[config.mk]
export PLATFORM = sky130hd
export DESIGN_NAME = xbc_top
export DESIGN_NICKNAME = d
export VERILOG_FILES = /design/src/xbc_pkg.sv /design/src/xbc_top.sv
export VERILOG_INCLUDE_DIRS = /design/src
export SDC_FILE = /design/constraint.sdc
export NUM_CORES = 1
export LEC_CHECK = 0
export BUFFER_PORTS_ARGS = -buffer_cell sky130_fd_sc_hd__buf_2
export CORE_ASPECT_RATIO = 1.2
export CORE_MARGIN = 5
export CORE_UTILIZATION = 40
export DETAILED_ROUTE_END_ITERATION = 8
export GPL_TIMING_DRIVEN = 0
export HOLD_SLACK_MARGIN = 0.05
export PLACE_DENSITY = 0.72
export SLEW_MARGIN = 15
export SYNTH_ARGS = -nofsm -noshare
export SYNTH_HDL_FRONTEND = slang
export SYNTH_SLANG_ARGS = --single-unit
[constraint.sdc]
create_clock -name clock -period 12.9 [get_ports clock]
set_clock_uncertainty 0.2 [all_clocks]
set_input_delay 3.87 -clock clock [delete_from_list [all_inputs] [get_ports clock]]
set_output_delay 3.87 -clock clock [all_outputs]
set_load 0.02 [all_outputs]
[src/xbc_cfg.svh]
// constants of the external bus controller: field positions, widths, codes
`ifndef XBC_CFG_SVH
`define XBC_CFG_SVH

// ==========================================================
// widths
`define XBC_ADDR_W      24
`define XBC_DATA_W      16
`define XBC_SEG_W       8
`define XBC_SEG_LO      16
`define XBC_CNT_W       4
`define XBC_WIN_IDX_W   3

// ==========================================================
// window function configuration fields
`define XBC_FN_W        5
`define XBC_FN_EN       0
`define XBC_FN_MUX      1
`define XBC_FN_W16      2
`define XBC_FN_RDY      3
`define XBC_FN_CS       4

// ==========================================================
// window timing configuration fields, counted in reference clock periods
`define XBC_TM_W        12
`define XBC_TM_SETUP    3:0
`define XBC_TM_WAIT     7:4
`define XBC_TM_HOLD     11:8

// ==========================================================
// window range select fields
`define XBC_RS_W        16
`define XBC_RS_SIZE_LO  0
`define XBC_RS_BASE_LO  4
`define XBC_RS_BASE_W   12
`define XBC_RS_MASK_ALL 12'hfff

// ==========================================================
// internal mirror bus address segment
`define XBC_MIR_TAG     8'h20

`endif

[src/xbc_pkg.sv]
// types shared by the external bus controller
package xbc_pkg;

  // ==========================================================
  // access sequencer states
  typedef enum logic [2:0] {
    XBC_IDLE,
    XBC_MIR,
    XBC_START,
    XBC_ADDR,
    XBC_ACC,
    XBC_HOLD
  } xbc_state_t;

endpackage : xbc_pkg

[src/xbc_top.sv]
// external bus controller: window decode, bus sequencer, pin drivers
`timescale 1ns/1ps
`include "xbc_cfg.svh"

// Contract
// every external memory access runs through this controller only.
// internal mirror bus peripherals are served by the same controller.
// internal and external resources share one linear 24-bit address space.
// single-chip mode or external bus mode is selectable.
// external address width is configurable from zero up to 24 bits.
// external data path is 8 or 16 bits wide per configuration.
// address and data share the multiplexed port in multiplexed operation.
// demultiplexed operation also drives the low address on dedicated lines.
// active segment address lines are selectable; unused lines are released.
// one chip select per window plus one for the default region.
// per-window timing and function configuration shapes each bus cycle.
// ready input with selectable level stretches the access; device ends it.
// up to four independent address windows selected by range settings.
// overlapping windows: four beats three, two beats one.
// an access hitting no window uses the default configuration.
// the selected window asserts its chip select for the whole access.
// bus timing is referenced to rising edges of the reference clock out.
// width and multiplexing switch per access with the selected window.
// single-chip mode starts no external cycle and releases bus pins.
module xbc_top #(
  parameter int NWIN     = 4,
  parameter int REF_HALF = 1
) (
  // clock and reset
  input  wire logic                          clock,
  input  wire logic                          reset,
  // requester port
  input  wire logic                          req_valid,
  output logic                               req_ready,
  input  wire logic                          req_write,
  input  wire logic                          req_word,
  input  wire logic [`XBC_ADDR_W-1:0]        req_addr,
  input  wire logic [`XBC_DATA_W-1:0]        req_wdata,
  output logic                               rsp_valid,
  output logic                               rsp_error,
  output logic [`XBC_DATA_W-1:0]             rsp_rdata,
  // configuration
  input  wire logic                          single_chip,
  input  wire logic [4:0]                    addr_width,
  input  wire logic                          ready_active_high,
  input  wire logic [`XBC_TM_W-1:0]          default_timing_cfg,
  input  wire logic [`XBC_FN_W-1:0]          default_function_cfg,
  input  wire logic [NWIN*`XBC_RS_W-1:0]     window_range_select,
  input  wire logic [NWIN*`XBC_TM_W-1:0]     window_timing_cfg,
  input  wire logic [NWIN*`XBC_FN_W-1:0]     window_function_cfg,
  // status
  output logic                               busy,
  output logic [`XBC_WIN_IDX_W-1:0]          active_window,
  // external bus pins
  output logic                               bus_reference_clock_out,
  input  wire logic [`XBC_DATA_W-1:0]        ad_in,
  output logic [`XBC_DATA_W-1:0]             ad_out,
  output logic                               ad_oe,
  output logic [`XBC_DATA_W-1:0]             low_addr_out,
  output logic [`XBC_DATA_W-1:0]             low_addr_oe,
  output logic [`XBC_SEG_W-1:0]              seg_addr_out,
  output logic [`XBC_SEG_W-1:0]              seg_addr_oe,
  output logic                               ale,
  output logic                               rd_n,
  output logic                               wr_n,
  output logic [NWIN:0]                      chip_select_n,
  input  wire logic                          bus_ready_in,
  // internal mirror bus
  output logic                               mirror_strobe,
  output logic                               mirror_write,
  output logic [`XBC_ADDR_W-1:0]             mirror_addr,
  output logic [`XBC_DATA_W-1:0]             mirror_wdata,
  input  wire logic [`XBC_DATA_W-1:0]        mirror_rdata,
  input  wire logic                          mirror_ready
);

  // ==========================================================
  // elaboration checks
  if (NWIN < 1 || NWIN > 4) begin : g_bad_nwin
    $error("NWIN must lie between 1 and 4");
  end
  if (REF_HALF < 1 || REF_HALF > 255) begin : g_bad_ref
    $error("REF_HALF must lie between 1 and 255");
  end

  // ==========================================================
  // state
  xbc_pkg::xbc_state_t               state;
  logic [`XBC_ADDR_W-1:0]            cur_addr;
  logic [`XBC_DATA_W-1:0]            cur_wdata;
  logic                              cur_write;
  logic                              cur_word;
  logic [`XBC_TM_W-1:0]              cur_tm;
  logic [`XBC_FN_W-1:0]              cur_fn;
  logic [`XBC_WIN_IDX_W-1:0]         cur_win;
  logic                              second;
  logic                              upper;
  logic [`XBC_CNT_W-1:0]             cnt;
  logic [7:0]                        ref_cnt;
  logic                              ref_clk;

  // ==========================================================
  // reference clock divider
  wire ref_tick = (ref_cnt == 8'(REF_HALF - 1));
  wire ref_rise = ref_tick & ~ref_clk;

  always_ff @(posedge clock or posedge reset) begin
    if (reset) begin
      ref_cnt <= 8'h00;
      ref_clk <= 1'b0;
    end else begin
      ref_cnt <= ref_tick ? 8'h00 : ref_cnt + 8'h01;
      ref_clk <= ref_tick ? ~ref_clk : ref_clk;
    end
  end

  // ==========================================================
  // pin input synchroniser, a bit counts once stages two and three agree
  logic [`XBC_DATA_W:0] sy1;
  logic [`XBC_DATA_W:0] sy2;
  logic [`XBC_DATA_W:0] sy3;
  logic [`XBC_DATA_W:0] syf;
  wire  [`XBC_DATA_W:0] sy_diff = sy2 ^ sy3;

  always_ff @(posedge clock or posedge reset) begin
    if (reset) begin
      sy1 <= '0;
      sy2 <= '0;
      sy3 <= '0;
      syf <= '0;
    end else begin
      sy1 <= {bus_ready_in, ad_in};
      sy2 <= sy1;
      sy3 <= sy2;
      syf <= (~sy_diff & sy3) | (sy_diff & syf);
    end
  end

  wire                   rdy_ok  = ready_active_high ? syf[`XBC_DATA_W] : ~syf[`XBC_DATA_W];
  wire [`XBC_DATA_W-1:0] ad_sync = syf[`XBC_DATA_W-1:0];

  // ==========================================================
  // window decode
  logic [`XBC_TM_W-1:0] tm_tab [0:NWIN];
  logic [`XBC_FN_W-1:0] fn_tab [0:NWIN];
  logic [NWIN-1:0]      hit;

  assign tm_tab[0] = default_timing_cfg;
  assign fn_tab[0] = default_function_cfg;

  for (genvar g = 0; g < NWIN; g++) begin : g_win
    wire [`XBC_RS_BASE_W-1:0] base = window_range_select[g*`XBC_RS_W+`XBC_RS_BASE_LO +: `XBC_RS_BASE_W];
    wire [3:0]                size = window_range_select[g*`XBC_RS_W+`XBC_RS_SIZE_LO +: 4];
    wire [`XBC_RS_BASE_W-1:0] mask = `XBC_RS_MASK_ALL << size;
    wire [`XBC_FN_W-1:0]      fn   = window_function_cfg[g*`XBC_FN_W +: `XBC_FN_W];
    assign tm_tab[g+1] = window_timing_cfg[g*`XBC_TM_W +: `XBC_TM_W];
    assign fn_tab[g+1] = fn;
    assign hit[g] = fn[`XBC_FN_EN]
                    & (((req_addr[`XBC_ADDR_W-1 -: `XBC_RS_BASE_W] ^ base) & mask) == '0);
  end

  // highest numbered window that hits wins
  logic [`XBC_WIN_IDX_W-1:0] sel;
  always_comb begin
    sel = '0;
    for (int i = 0; i < NWIN; i++) begin
      if (hit[i]) begin
        sel = `XBC_WIN_IDX_W'(i + 1);
      end
    end
  end

  wire [`XBC_TM_W-1:0] sel_tm  = tm_tab[sel];
  wire [`XBC_FN_W-1:0] sel_fn  = fn_tab[sel];
  wire                 mir_hit = (req_addr[`XBC_ADDR_W-1 -: 8] == `XBC_MIR_TAG);
  wire                 accept  = req_valid & req_ready;
  wire                 cur_mux = cur_fn[`XBC_FN_MUX];
  wire                 cur_w16 = cur_fn[`XBC_FN_W16];
  wire                 acc_end = ref_rise & (cnt == '0)
                                 & (~cur_fn[`XBC_FN_RDY] | rdy_ok);

  assign req_ready = (state == xbc_pkg::XBC_IDLE);

  // ==========================================================
  // read data steering per bus width
  wire [`XBC_DATA_W-1:0] rd_word = cur_word ? ad_sync
                                 : {8'h00, (cur_addr[0] ? ad_sync[15:8] : ad_sync[7:0])};
  wire [`XBC_DATA_W-1:0] rd_byte = upper ? {ad_sync[7:0], rsp_rdata[7:0]}
                                         : {rsp_rdata[15:8], ad_sync[7:0]};
  wire [`XBC_DATA_W-1:0] next_rdata = cur_w16 ? rd_word : rd_byte;

  wire [`XBC_DATA_W-1:0] wr_word = cur_word ? cur_wdata : {cur_wdata[7:0], cur_wdata[7:0]};
  wire [`XBC_DATA_W-1:0] wr_byte = {8'h00, (upper ? cur_wdata[15:8] : cur_wdata[7:0])};
  wire [`XBC_DATA_W-1:0] wr_data = cur_w16 ? wr_word : wr_byte;

  // ==========================================================
  // access sequencer
  always_ff @(posedge clock or posedge reset) begin
    if (reset) begin
      state     <= xbc_pkg::XBC_IDLE;
      cur_addr  <= '0;
      cur_wdata <= '0;
      cur_write <= 1'b0;
      cur_word  <= 1'b0;
      cur_tm    <= '0;
      cur_fn    <= '0;
      cur_win   <= '0;
      second    <= 1'b0;
      upper     <= 1'b0;
      cnt       <= '0;
      rsp_valid <= 1'b0;
      rsp_error <= 1'b0;
      rsp_rdata <= '0;
    end else begin
      rsp_valid <= 1'b0;
      case (state)
        xbc_pkg::XBC_IDLE: begin
          if (accept) begin
            cur_addr  <= req_addr;
            cur_wdata <= req_wdata;
            cur_write <= req_write;
            cur_word  <= req_word;
            upper     <= 1'b0;
            if (mir_hit) begin
              state <= xbc_pkg::XBC_MIR;
            end else if (single_chip) begin
              rsp_valid <= 1'b1;
              rsp_error <= 1'b1;
            end else begin
              cur_win <= sel;
              cur_tm  <= sel_tm;
              cur_fn  <= sel_fn;
              second  <= req_word & ~sel_fn[`XBC_FN_W16];
              state   <= xbc_pkg::XBC_START;
            end
          end
        end
        xbc_pkg::XBC_MIR: begin
          if (mirror_ready & mirror_strobe) begin
            rsp_rdata <= mirror_rdata;
            rsp_error <= 1'b0;
            rsp_valid <= 1'b1;
            state     <= xbc_pkg::XBC_IDLE;
          end
        end
        xbc_pkg::XBC_START: begin
          if (ref_rise) begin
            cnt   <= cur_tm[`XBC_TM_SETUP];
            state <= xbc_pkg::XBC_ADDR;
          end
        end
        xbc_pkg::XBC_ADDR: begin
          if (ref_rise) begin
            if (cnt == '0) begin
              cnt   <= cur_tm[`XBC_TM_WAIT];
              state <= xbc_pkg::XBC_ACC;
            end else begin
              cnt <= cnt - `XBC_CNT_W'(1);
            end
          end
        end
        xbc_pkg::XBC_ACC: begin
          if (ref_rise & (cnt != '0)) begin
            cnt <= cnt - `XBC_CNT_W'(1);
          end else if (acc_end) begin
            if (!cur_write) begin
              rsp_rdata <= next_rdata;
            end
            cnt   <= cur_tm[`XBC_TM_HOLD];
            state <= xbc_pkg::XBC_HOLD;
          end
        end
        xbc_pkg::XBC_HOLD: begin
          if (ref_rise) begin
            if (cnt != '0) begin
              cnt <= cnt - `XBC_CNT_W'(1);
            end else if (second) begin
              second   <= 1'b0;
              upper    <= 1'b1;
              cur_addr <= cur_addr + `XBC_ADDR_W'(1);
              cnt      <= cur_tm[`XBC_TM_SETUP];
              state    <= xbc_pkg::XBC_ADDR;
            end else begin
              rsp_error <= 1'b0;
              rsp_valid <= 1'b1;
              state     <= xbc_pkg::XBC_IDLE;
            end
          end
        end
        default: begin
          state <= xbc_pkg::XBC_IDLE;
        end
      endcase
    end
  end

  // ==========================================================
  // pin value decode
  wire in_addr  = (state == xbc_pkg::XBC_ADDR);
  wire in_acc   = (state == xbc_pkg::XBC_ACC);
  wire in_cycle = in_addr | in_acc | (state == xbc_pkg::XBC_HOLD);
  wire drive_wr = cur_write & (in_acc | (state == xbc_pkg::XBC_HOLD));

  logic [`XBC_DATA_W-1:0] low_mask;
  logic [`XBC_SEG_W-1:0]  seg_mask;
  for (genvar b = 0; b < `XBC_DATA_W; b++) begin : g_low
    assign low_mask[b] = (addr_width > 5'(b));
  end
  for (genvar b = 0; b < `XBC_SEG_W; b++) begin : g_seg
    assign seg_mask[b] = (addr_width > 5'(b + `XBC_SEG_LO));
  end

  wire [`XBC_DATA_W-1:0] next_ad    = (in_addr & cur_mux) ? cur_addr[`XBC_DATA_W-1:0] : wr_data;
  wire                   next_ad_oe = (in_addr & cur_mux) | drive_wr;
  wire [`XBC_DATA_W-1:0] next_low_oe = (in_cycle & ~cur_mux) ? low_mask : '0;
  wire [`XBC_SEG_W-1:0]  next_seg_oe = single_chip ? '0 : seg_mask;

  logic [NWIN:0] next_cs_n;
  always_comb begin
    next_cs_n = '1;
    if (in_cycle & cur_fn[`XBC_FN_CS]) begin
      next_cs_n[cur_win] = 1'b0;
    end
  end

  // ==========================================================
  // registered pin drivers
  always_ff @(posedge clock or posedge reset) begin
    if (reset) begin
      ad_out        <= '0;
      ad_oe         <= 1'b0;
      low_addr_out  <= '0;
      low_addr_oe   <= '0;
      seg_addr_out  <= '0;
      seg_addr_oe   <= '0;
      ale           <= 1'b0;
      rd_n          <= 1'b1;
      wr_n          <= 1'b1;
      chip_select_n <= '1;
      mirror_strobe <= 1'b0;
      busy          <= 1'b0;
    end else begin
      ad_out        <= next_ad;
      ad_oe         <= next_ad_oe;
      low_addr_out  <= cur_addr[`XBC_DATA_W-1:0];
      low_addr_oe   <= next_low_oe;
      seg_addr_out  <= cur_addr[`XBC_ADDR_W-1 -: `XBC_SEG_W];
      seg_addr_oe   <= next_seg_oe;
      ale           <= in_addr & cur_mux;
      rd_n          <= ~(in_acc & ~cur_write);
      wr_n          <= ~(in_acc & cur_write);
      chip_select_n <= next_cs_n;
      mirror_strobe <= (state == xbc_pkg::XBC_MIR) & ~(mirror_ready & mirror_strobe);
      busy          <= (state != xbc_pkg::XBC_IDLE);
    end
  end

  assign bus_reference_clock_out = ref_clk;
  assign active_window           = cur_win;
  assign mirror_write            = cur_write;
  assign mirror_addr             = cur_addr;
  assign mirror_wdata            = cur_wdata;

  // ==========================================================
  // checks
  property p_single_chip_refuse;
    @(posedge clock) disable iff (reset)
      (accept & single_chip & ~mir_hit) |=> (rsp_valid & rsp_error & req_ready);
  endproperty
  a_single_chip_refuse: assert property (p_single_chip_refuse)
    else $error("single-chip access not refused at once");

  property p_idle_quiet;
    @(posedge clock) disable iff (reset)
      (state == xbc_pkg::XBC_IDLE) && $past(state == xbc_pkg::XBC_IDLE) |-> (rd_n & wr_n & ~ad_oe);
  endproperty
  a_idle_quiet: assert property (p_idle_quiet)
    else $error("bus strobes active with no access in progress");

  property p_priority;
    @(posedge clock) disable iff (reset)
      (accept & ~single_chip & ~mir_hit & hit[NWIN-1]) |=> (cur_win == `XBC_WIN_IDX_W'(NWIN));
  endproperty
  a_priority: assert property (p_priority)
    else $error("higher window did not take priority");

  property p_default_region;
    @(posedge clock) disable iff (reset)
      (accept & ~single_chip & ~mir_hit & (hit == '0)) |=> (cur_win == '0) && (cur_tm == $past(default_timing_cfg));
  endproperty
  a_default_region: assert property (p_default_region)
    else $error("unmatched access did not use default region");

  property p_chip_select;
    @(posedge clock) disable iff (reset)
      (in_acc & cur_fn[`XBC_FN_CS]) |=> (chip_select_n[$past(cur_win)] == 1'b0) && (rd_n ^ wr_n);
  endproperty
  a_chip_select: assert property (p_chip_select)
    else $error("chip select missing during access");

  property p_ready_stretch;
    @(posedge clock) disable iff (reset)
      (in_acc & ref_rise & (cnt == '0) & cur_fn[`XBC_FN_RDY] & ~rdy_ok) |=> in_acc;
  endproperty
  a_ready_stretch: assert property (p_ready_stretch)
    else $error("access ended without ready");

  property p_ale_phase;
    @(posedge clock) disable iff (reset)
      ale |-> ($past(state) == xbc_pkg::XBC_ADDR) && ad_oe && (ad_out == $past(cur_addr[15:0]));
  endproperty
  a_ale_phase: assert property (p_ale_phase)
    else $error("address latch strobe outside address phase");

  property p_demux_addr;
    @(posedge clock) disable iff (reset)
      (in_acc & ~cur_mux) |=> (low_addr_out == $past(cur_addr[15:0])) && ~ale;
  endproperty
  a_demux_addr: assert property (p_demux_addr)
    else $error("demultiplexed address not on dedicated lines");

  property p_ref_edge;
    @(posedge clock) disable iff (reset)
      (state == xbc_pkg::XBC_ADDR) && ($past(state) == xbc_pkg::XBC_START) |-> ref_clk;
  endproperty
  a_ref_edge: assert property (p_ref_edge)
    else $error("bus cycle not aligned to reference clock rise");

  property p_byte_bus_split;
    @(posedge clock) disable iff (reset)
      (state == xbc_pkg::XBC_HOLD) && ref_rise && (cnt == '0) && second
        |=> (state == xbc_pkg::XBC_ADDR) && upper
            && (cur_addr == $past(cur_addr) + `XBC_ADDR_W'(1));
  endproperty
  a_byte_bus_split: assert property (p_byte_bus_split)
    else $error("word on byte bus not split in two cycles");

endmodule : xbc_top

==> results.tsv, run 1 <==
stage	metric	value	unit
cts	path_clk_slew	70	ps
floorplan	die_y	191.4	µm
logic_synthesis	synth_nets	1325	
global_route	groute.usage.overall	22.94	%
power	peakVddDrop	0.09529	mV
flow_run	drv_cap	0	
routing	wirelength	36440	µm
routing	vias	9924	
setup_path	cpMostUsedCell	clkbuf_1	
logic_synthesis	synth_top_area_cell	dfrtp_1	
place	placed_area	13240	µm²
routing	drc_errors	0	
power	p_leak	6.566	nW
setup_path	crit_type	input port to flop	
cts	h-tree-depth	1	
routing	drtAntennaViolNets	0	
power	power_density	211.8	nW/µm²
sta	min_period_over_period	48.82	%
place	dp.cells	1783	
cts	clk_path_buf_depth	3	
logic_synthesis	synth-main-ff-cell	dfrtp_1	
global_route	grt_pass1_wl	56030	µm
sta	relSlewSlack	20.76	%
setup_path	arrival	6540	ps
global_route	grt_pass1_vias	10280	
logic_synthesis	synth_top_area_share	53.17	%
global_route	grt.overflow.total	0	
cts	cts_setup_buffers	0	
global_route	grt_max_degree	102	
sta	period_needed	6298	ps
logic_synthesis	syn_area_per_cell	10.11	µm²
sta	hold_violations	0	
logic_synthesis	syn-instance-count	1085	
cts	ctsResizeCount	0	
place	dp_hpwl	28070	µm
routing	wl_per_cell	19.92	µm
floorplan	fp.dieW	161.2	µm
cts	cts_buffers	24	
routing	avgViaCountPerCell	5.426	
floorplan	start_util	40.49	%
finish	finalNetCount	1709	
floorplan	core	27090	µm²
cts	cts_root_buffer	clkbuf_16	
setup_path	crit_path_start_kind	input port	
cts	cts_sinks	240	
sta	setup_viol	0	
sta	postLayoutSetupSlackWorst	6602	ps
finish	areaGrowthSynthToFinish	28.21	%
floorplan	io_pins	374	
sta	max_freq	158.8	MHz
global_route	antenna_found_initial	3	
sta	rsz0062_at_grt	false	
min_path	hp-class	flop to flop	
logic_synthesis	yosysWarnings	0	
setup_path	slowest_delay	590	ps
finish	final_layout_size_suffix_gt1_share	30.69	%
logic_synthesis	synth-edff-count	0	
logic_synthesis	ys_top_cells_by_area	dfrtp_1 (53%), nand2_1 (5.9%), o21ai_0 (3.1%)	
logic_synthesis	synthesis.area	10970	µm²
cts	cts-hold-fix-buffers	0	
logic_synthesis	async_reset_ff_share	100.0	%
cts	clock_latency	520	ps
setup_path	path_cells	clkbuf_1 -> nor4b_1 -> and2_1 -> or3_1 -> clkbuf_1 -> clkbuf_1 -> o211ai_1 -> o21ai_1	
sta	drv_slew	0	
status	outcome	complete, no violations	
setup_path	crit_path_end_kind	flop	
routing	dr.pass1.iters	5	
cts	cts_tree	done	
setup_path	slowest_stage	nor4b_1	
place	post-place-ws	6071	ps
setup_path	crit_fanout	10	
place	portBuffers	356	
floorplan	rows	66	
place	gp_congestion	0.9327	
routing	drtIter0Drc	703	
logic_synthesis	ys_seq_area_share	54.84	%
floorplan	dieArea	30840	µm²
finish	finish.instance_area	14060	µm²
sta	tightestPinTransition	1179	ps
setup_path	critPathRequiredTime	13140	ps
sta	finalSetupTns	0	ps
finish	final_cells	1829	
logic_synthesis	ys_types	79	
logic_synthesis	ys_seq_elements	240	
sequential cells by signal (all words and copies together) (netlist names), 3 cells and up, named ones only:
register / count
active_window: 3
ad_out: 16
chip_select_n: 5
cnt: 4
cur_fn: 4
cur_tm: 12
low_addr_oe: 16
low_addr_out: 16
mirror_addr: 24
mirror_wdata: 16
ref_cnt: 8
rsp_rdata: 16
seg_addr_oe: 8
seg_addr_out: 8
state: 3
sy1: 17
sy2: 17
sy3: 17
critical path: cells and delay by family:
kind / cells / cell delay [ps]
and+or+nand+nor: 3 / 1070
AOI/OAI and AO/OA: 2 / 270
buffers and inverters: 3 / 1320
layout by cell type, fill, tap and decap left out, types with 20 or more instances in the layout:
cell,n
a21oi_1,64
maj3_1,20
nand2_1,172
o21ai_1,41
clkbuf_1,46
dfrtp_1,233
buf_2,365
nand3_1,24
nor2_1,75
xnor2_1,39
o21ai_0,69
clkbuf_16,24
kinds of logic (layout without fill, tap and decap cells):
| family | Yosys count | count (layout) | share of synthesized area, % |
|---|---|---|---|
| fa+ha+maj | 25 | 25 | 2.396 |
| simple gates | 371 | 371 | 15.54 |
| mux | 22 | 22 | 2.145 |
| other cells | 0 | 3 | 0 |
| buf+inv | 83 | 484 | 3.251 |
| compound gates | 286 | 286 | 17.13 |
| flops | 240 | 240 | 54.84 |
| xor+xnor | 58 | 58 | 4.701 |
metrics by stage:
step | total power [mW] | hold slack, ps | utilization [%]
6_report | 2.978 | 148.3 | 51.91
5_1_grt | 3.153 | 157.0 | 51.90
4_1_cts | 3.002 | 150.9 | 51.88
3_5_place_dp | 2.279 | 136.3 | 48.87
3_3_place_gp | 2.250 | 131.9 | 48.64
2_1_floorplan | 1.827 | 131.2 | -
layout make-up:
type                    count  area (µm²)
multi-input cells         762        4596
fillers                  2499       13030
clock inverters            10       122.6
repair buffers            358        1837
inverters                  20       82.58
flip-flops and latches    240        6015
plain buffers              63       281.5
well taps                 340       425.4
diodes                      3       7.507
clock buffers              33       694.4
report_power, final:
| group | total [mW] | switching (mW) | internal (mW) | leakage [nW] |
|---|---|---|---|---|
| clock | 0.712 | 0.293 | 0.419 | 0.406 |
| combinational | 1.08 | 0.700 | 0.383 | 3.24 |
| sequential | 1.18 | 0.207 | 0.976 | 2.92 |
layer usage:
layer / part of all wire [%] / routed length, µm / vias up / global-route usage (%)
met5: 0.036 / 13 / - / 0
met1: 39 / 14170 / 4741 / 27.87
met2: 51 / 18570 / 469 / 41.57
li1: - / - / 4650 / -
met3: 7.1 / 2595 / 62 / 3.817
met4: 3.0 / 1083 / 2 / 7.516
final timing paths:
path	startpoint	to	slack (ps)	cells past startpoint
min in group asynchronous	reset	sy3[6]	3160	2
min reg2reg	sy1[15]	sy2[15]	150	0
min	sy1[15]	sy2[15]	150	0
max	req_addr[21]	second	6600	8
max in group asynchronous	reset	chip_select_n[3]	8510	3
max reg2reg	state[2]	cur_fn[2]	9640	6
synthesized netlist by cell type, drive strengths merged, types with 2 or more instances:
cell     instances
nand2          173
ha               5
o211ai           5
a311o            4
mux2            12
o21ai          112
nand4           12
a21o             3
maj3            20
o31ai            5
dfstp            7
o221ai          10
a211oi           4
a221o           14
a32oi            2
and3             9
nand2b           5
nor3b            4
buf             20
mux2i           10
o2111ai          2
clkbuf          43
nor2            76
xor2            18
o22a             2
a22oi            7
a221oi          10
xnor2           40
nand3b           3
o22ai            9
o21a             2
or3             11
a31oi            7
a222oi          12
o211a            2
nor4             6
nor3            20
nand3           26
dfrtp          233
nor2b            3
a21oi           64
a2bb2oi          2
and2            17
inv             19
No activity file was read; power rests on OpenSTA's default activity.
==> run 2, diff against run 1 <==
==> constraint.sdc (replaced) <==
create_clock -name clock -period 6.5 [get_ports clock]
set_clock_uncertainty 0.2 [all_clocks]
set_input_delay 1.95 -clock clock [delete_from_list [all_inputs] [get_ports clock]]
set_output_delay 1.95 -clock clock [all_outputs]
set_load 0.02 [all_outputs]
==> results.tsv, run 2 (same netlist as run 1, synthesis figures left out) <==
stage	metric	value	unit
status	outcome	complete, no violations	
global_route	antenna_found_initial	4	
global_route	grt_pass1_vias	10390	
finish	mostFrequentLayoutCells	buf_2 (365), dfrtp_1 (233), nand2_1 (172), nor2_1 (75), o21ai_0 (69)	
place	post-place-ws	1482	ps
global_route	grt.overflow.total	0	
finish	final_layout_size_suffix_gt1_share	30.71	%
sta	rsz0062_at_grt	false	
cts	cts_root_buffer	clkbuf_16	
floorplan	die_y	191.4	µm
cts	h-tree-depth	1	
sta	drv_slew	0	
routing	dr.pass1.iters	7	
floorplan	start_util	40.49	%
power	p_total	5.765	mW
power	peakVddDrop	0.1816	mV
global_route	grt_max_degree	38	
floorplan	rows	66	
setup_path	crit_path_end_kind	flop	
setup_path	crit_path_start_kind	input port	
setup_path	crit_type	input port to flop	
sta	setup_viol	0	
place	dp_hpwl	28310	µm
min_path	hp-class	flop to flop	
sta	max_freq	226.6	MHz
global_route	groute.usage.overall	23.31	%
setup_path	slowest_delay	940	ps
sta	min_period_over_period	67.90	%
power	p_leak	6.542	nW
cts	clk_path_buf_depth	3	
routing	drtIter0Drc	727	
routing	drc_errors	0	
floorplan	io_pins	374	
floorplan	core	27090	µm²
cts	path_clk_slew	60	ps
setup_path	critPathRequiredTime	6690	ps
routing	wl_per_cell	19.99	µm
finish	fillers	2508	
setup_path	slowest_stage	nor3_1	
finish	post-route-util	51.88	%
place	portBuffers	356	
sta	tightestPinTransition	1182	ps
finish	largest_reg_flops	24	
routing	drtAntennaViolNets	0	
routing	wirelength	36580	µm
finish	mostFrequentLayoutCell	buf_2	
place	gp_congestion	0.9208	
routing	vias	10040	
sta	postLayoutSetupSlackWorst	2087	ps
sta	hold_violations	0	
setup_path	arrival	4610	ps
floorplan	dieArea	30840	µm²
finish	seqCellArea	6015	µm²
cts	clock_latency	510	ps
setup_path	path_cells	clkbuf_1 -> nor4b_1 -> and2_1 -> nor3_1 -> clkbuf_1 -> mux2_2	
finish	finalNetCount	1714	
cts	cts_sinks	240	
flow_run	drv_cap	0	
power	power_density	410.3	nW/µm²
finish	final_cells	1830	
cts	cts_tree	done	
setup_path	cpMostUsedCell	clkbuf_1	
cts	cts_setup_buffers	0	
sta	period_needed	4413	ps
floorplan	fp.dieW	161.2	µm
finish	multi_input_area	4611	µm²
setup_path	crit_fanout	10	
global_route	grt_pass1_wl	57140	µm
place	dp.cells	1788	
finish	areaGrowthSynthToFinish	28.12	%
cts	cts_buffers	24	
routing	avgViaCountPerCell	5.485	
cts	cts-hold-fix-buffers	0	
cts	ctsResizeCount	0	
sta	relSlewSlack	20.57	%
run 2: changes by cell type in the layout (fill, tap and decap cells not counted), moves of 2 or more:
| cell | previous run | this run |
|---|---|---|
| clkinv_4 | 2 | 0 |
| clkbuf_1 | 46 | 50 |
| nor3_1 | 18 | 15 |
| nor3_2 | 2 | 5 |
| buf_12 | 0 | 6 |
| bufinv_16 | 2 | 0 |
| clkinvlp_4 | 0 | 3 |
| clkbuf_8 | 6 | 2 |
run 2: power by group:
group | internal, mW | total (mW) | leakage, nW | switching [mW]
Combinational | 0.766 | 2.16 | 3.28 | 1.39
Sequential | 1.94 | 2.34 | 2.92 | 0.406
Clock | 0.703 | 1.26 | 0.341 | 0.557
run 2: layout make-up:
type,instances,area share (%)
Buffer,63,2.004
Antenna cell,2,0.03562
Inverter,20,0.5610
Sequential cell,240,42.80
Clock inverter,7,0.3651
Tap cell,340,3.028
Multi-Input combinational cell,762,32.81
Clock buffer,33,4.657
Timing Repair Buffer,363,13.73
run 2: final timing paths:
check                              from          endpoint  slack, ps  cells past startpoint
max                        req_addr[16]         cur_fn[2]       2090                      6
min                             sy1[13]           sy2[13]        150                      0
max reg2reg                    state[2]         cur_fn[2]       3220                      6
min reg2reg                     sy1[13]           sy2[13]        150                      0
max in group asynchronous         reset  chip_select_n[1]       3700                      5
min in group asynchronous         reset  low_addr_out[11]       1270                      2
run 2: critical path: cells and delay by family:
family,cells,cell delay (ps)
mux,1,400
buf+inv,2,930
simple gates,3,1330
run 2: per-stage QoR:
step / setup TNS (ps) / instance area, µm² / hold WS [ps]
final: 0 / 14050 / 146.7
after global routing: 0 / 14050 / 160.8
after global placement: -20410 / 13180 / 132.8
after CTS: 0 / 14040 / 149.0
after floorplan: 0 / 10970 / 131.2
after detailed placement: 0 / 13330 / 134.7
run 2: metal layers:
metal,up-vias,global-route usage [%],wire (µm)
li1,4632,-,-
met1,4794,28.27,13910
met2,526,41.54,18420
met3,82,4.205,2883
met4,4,8.631,1344
met5,-,0,27
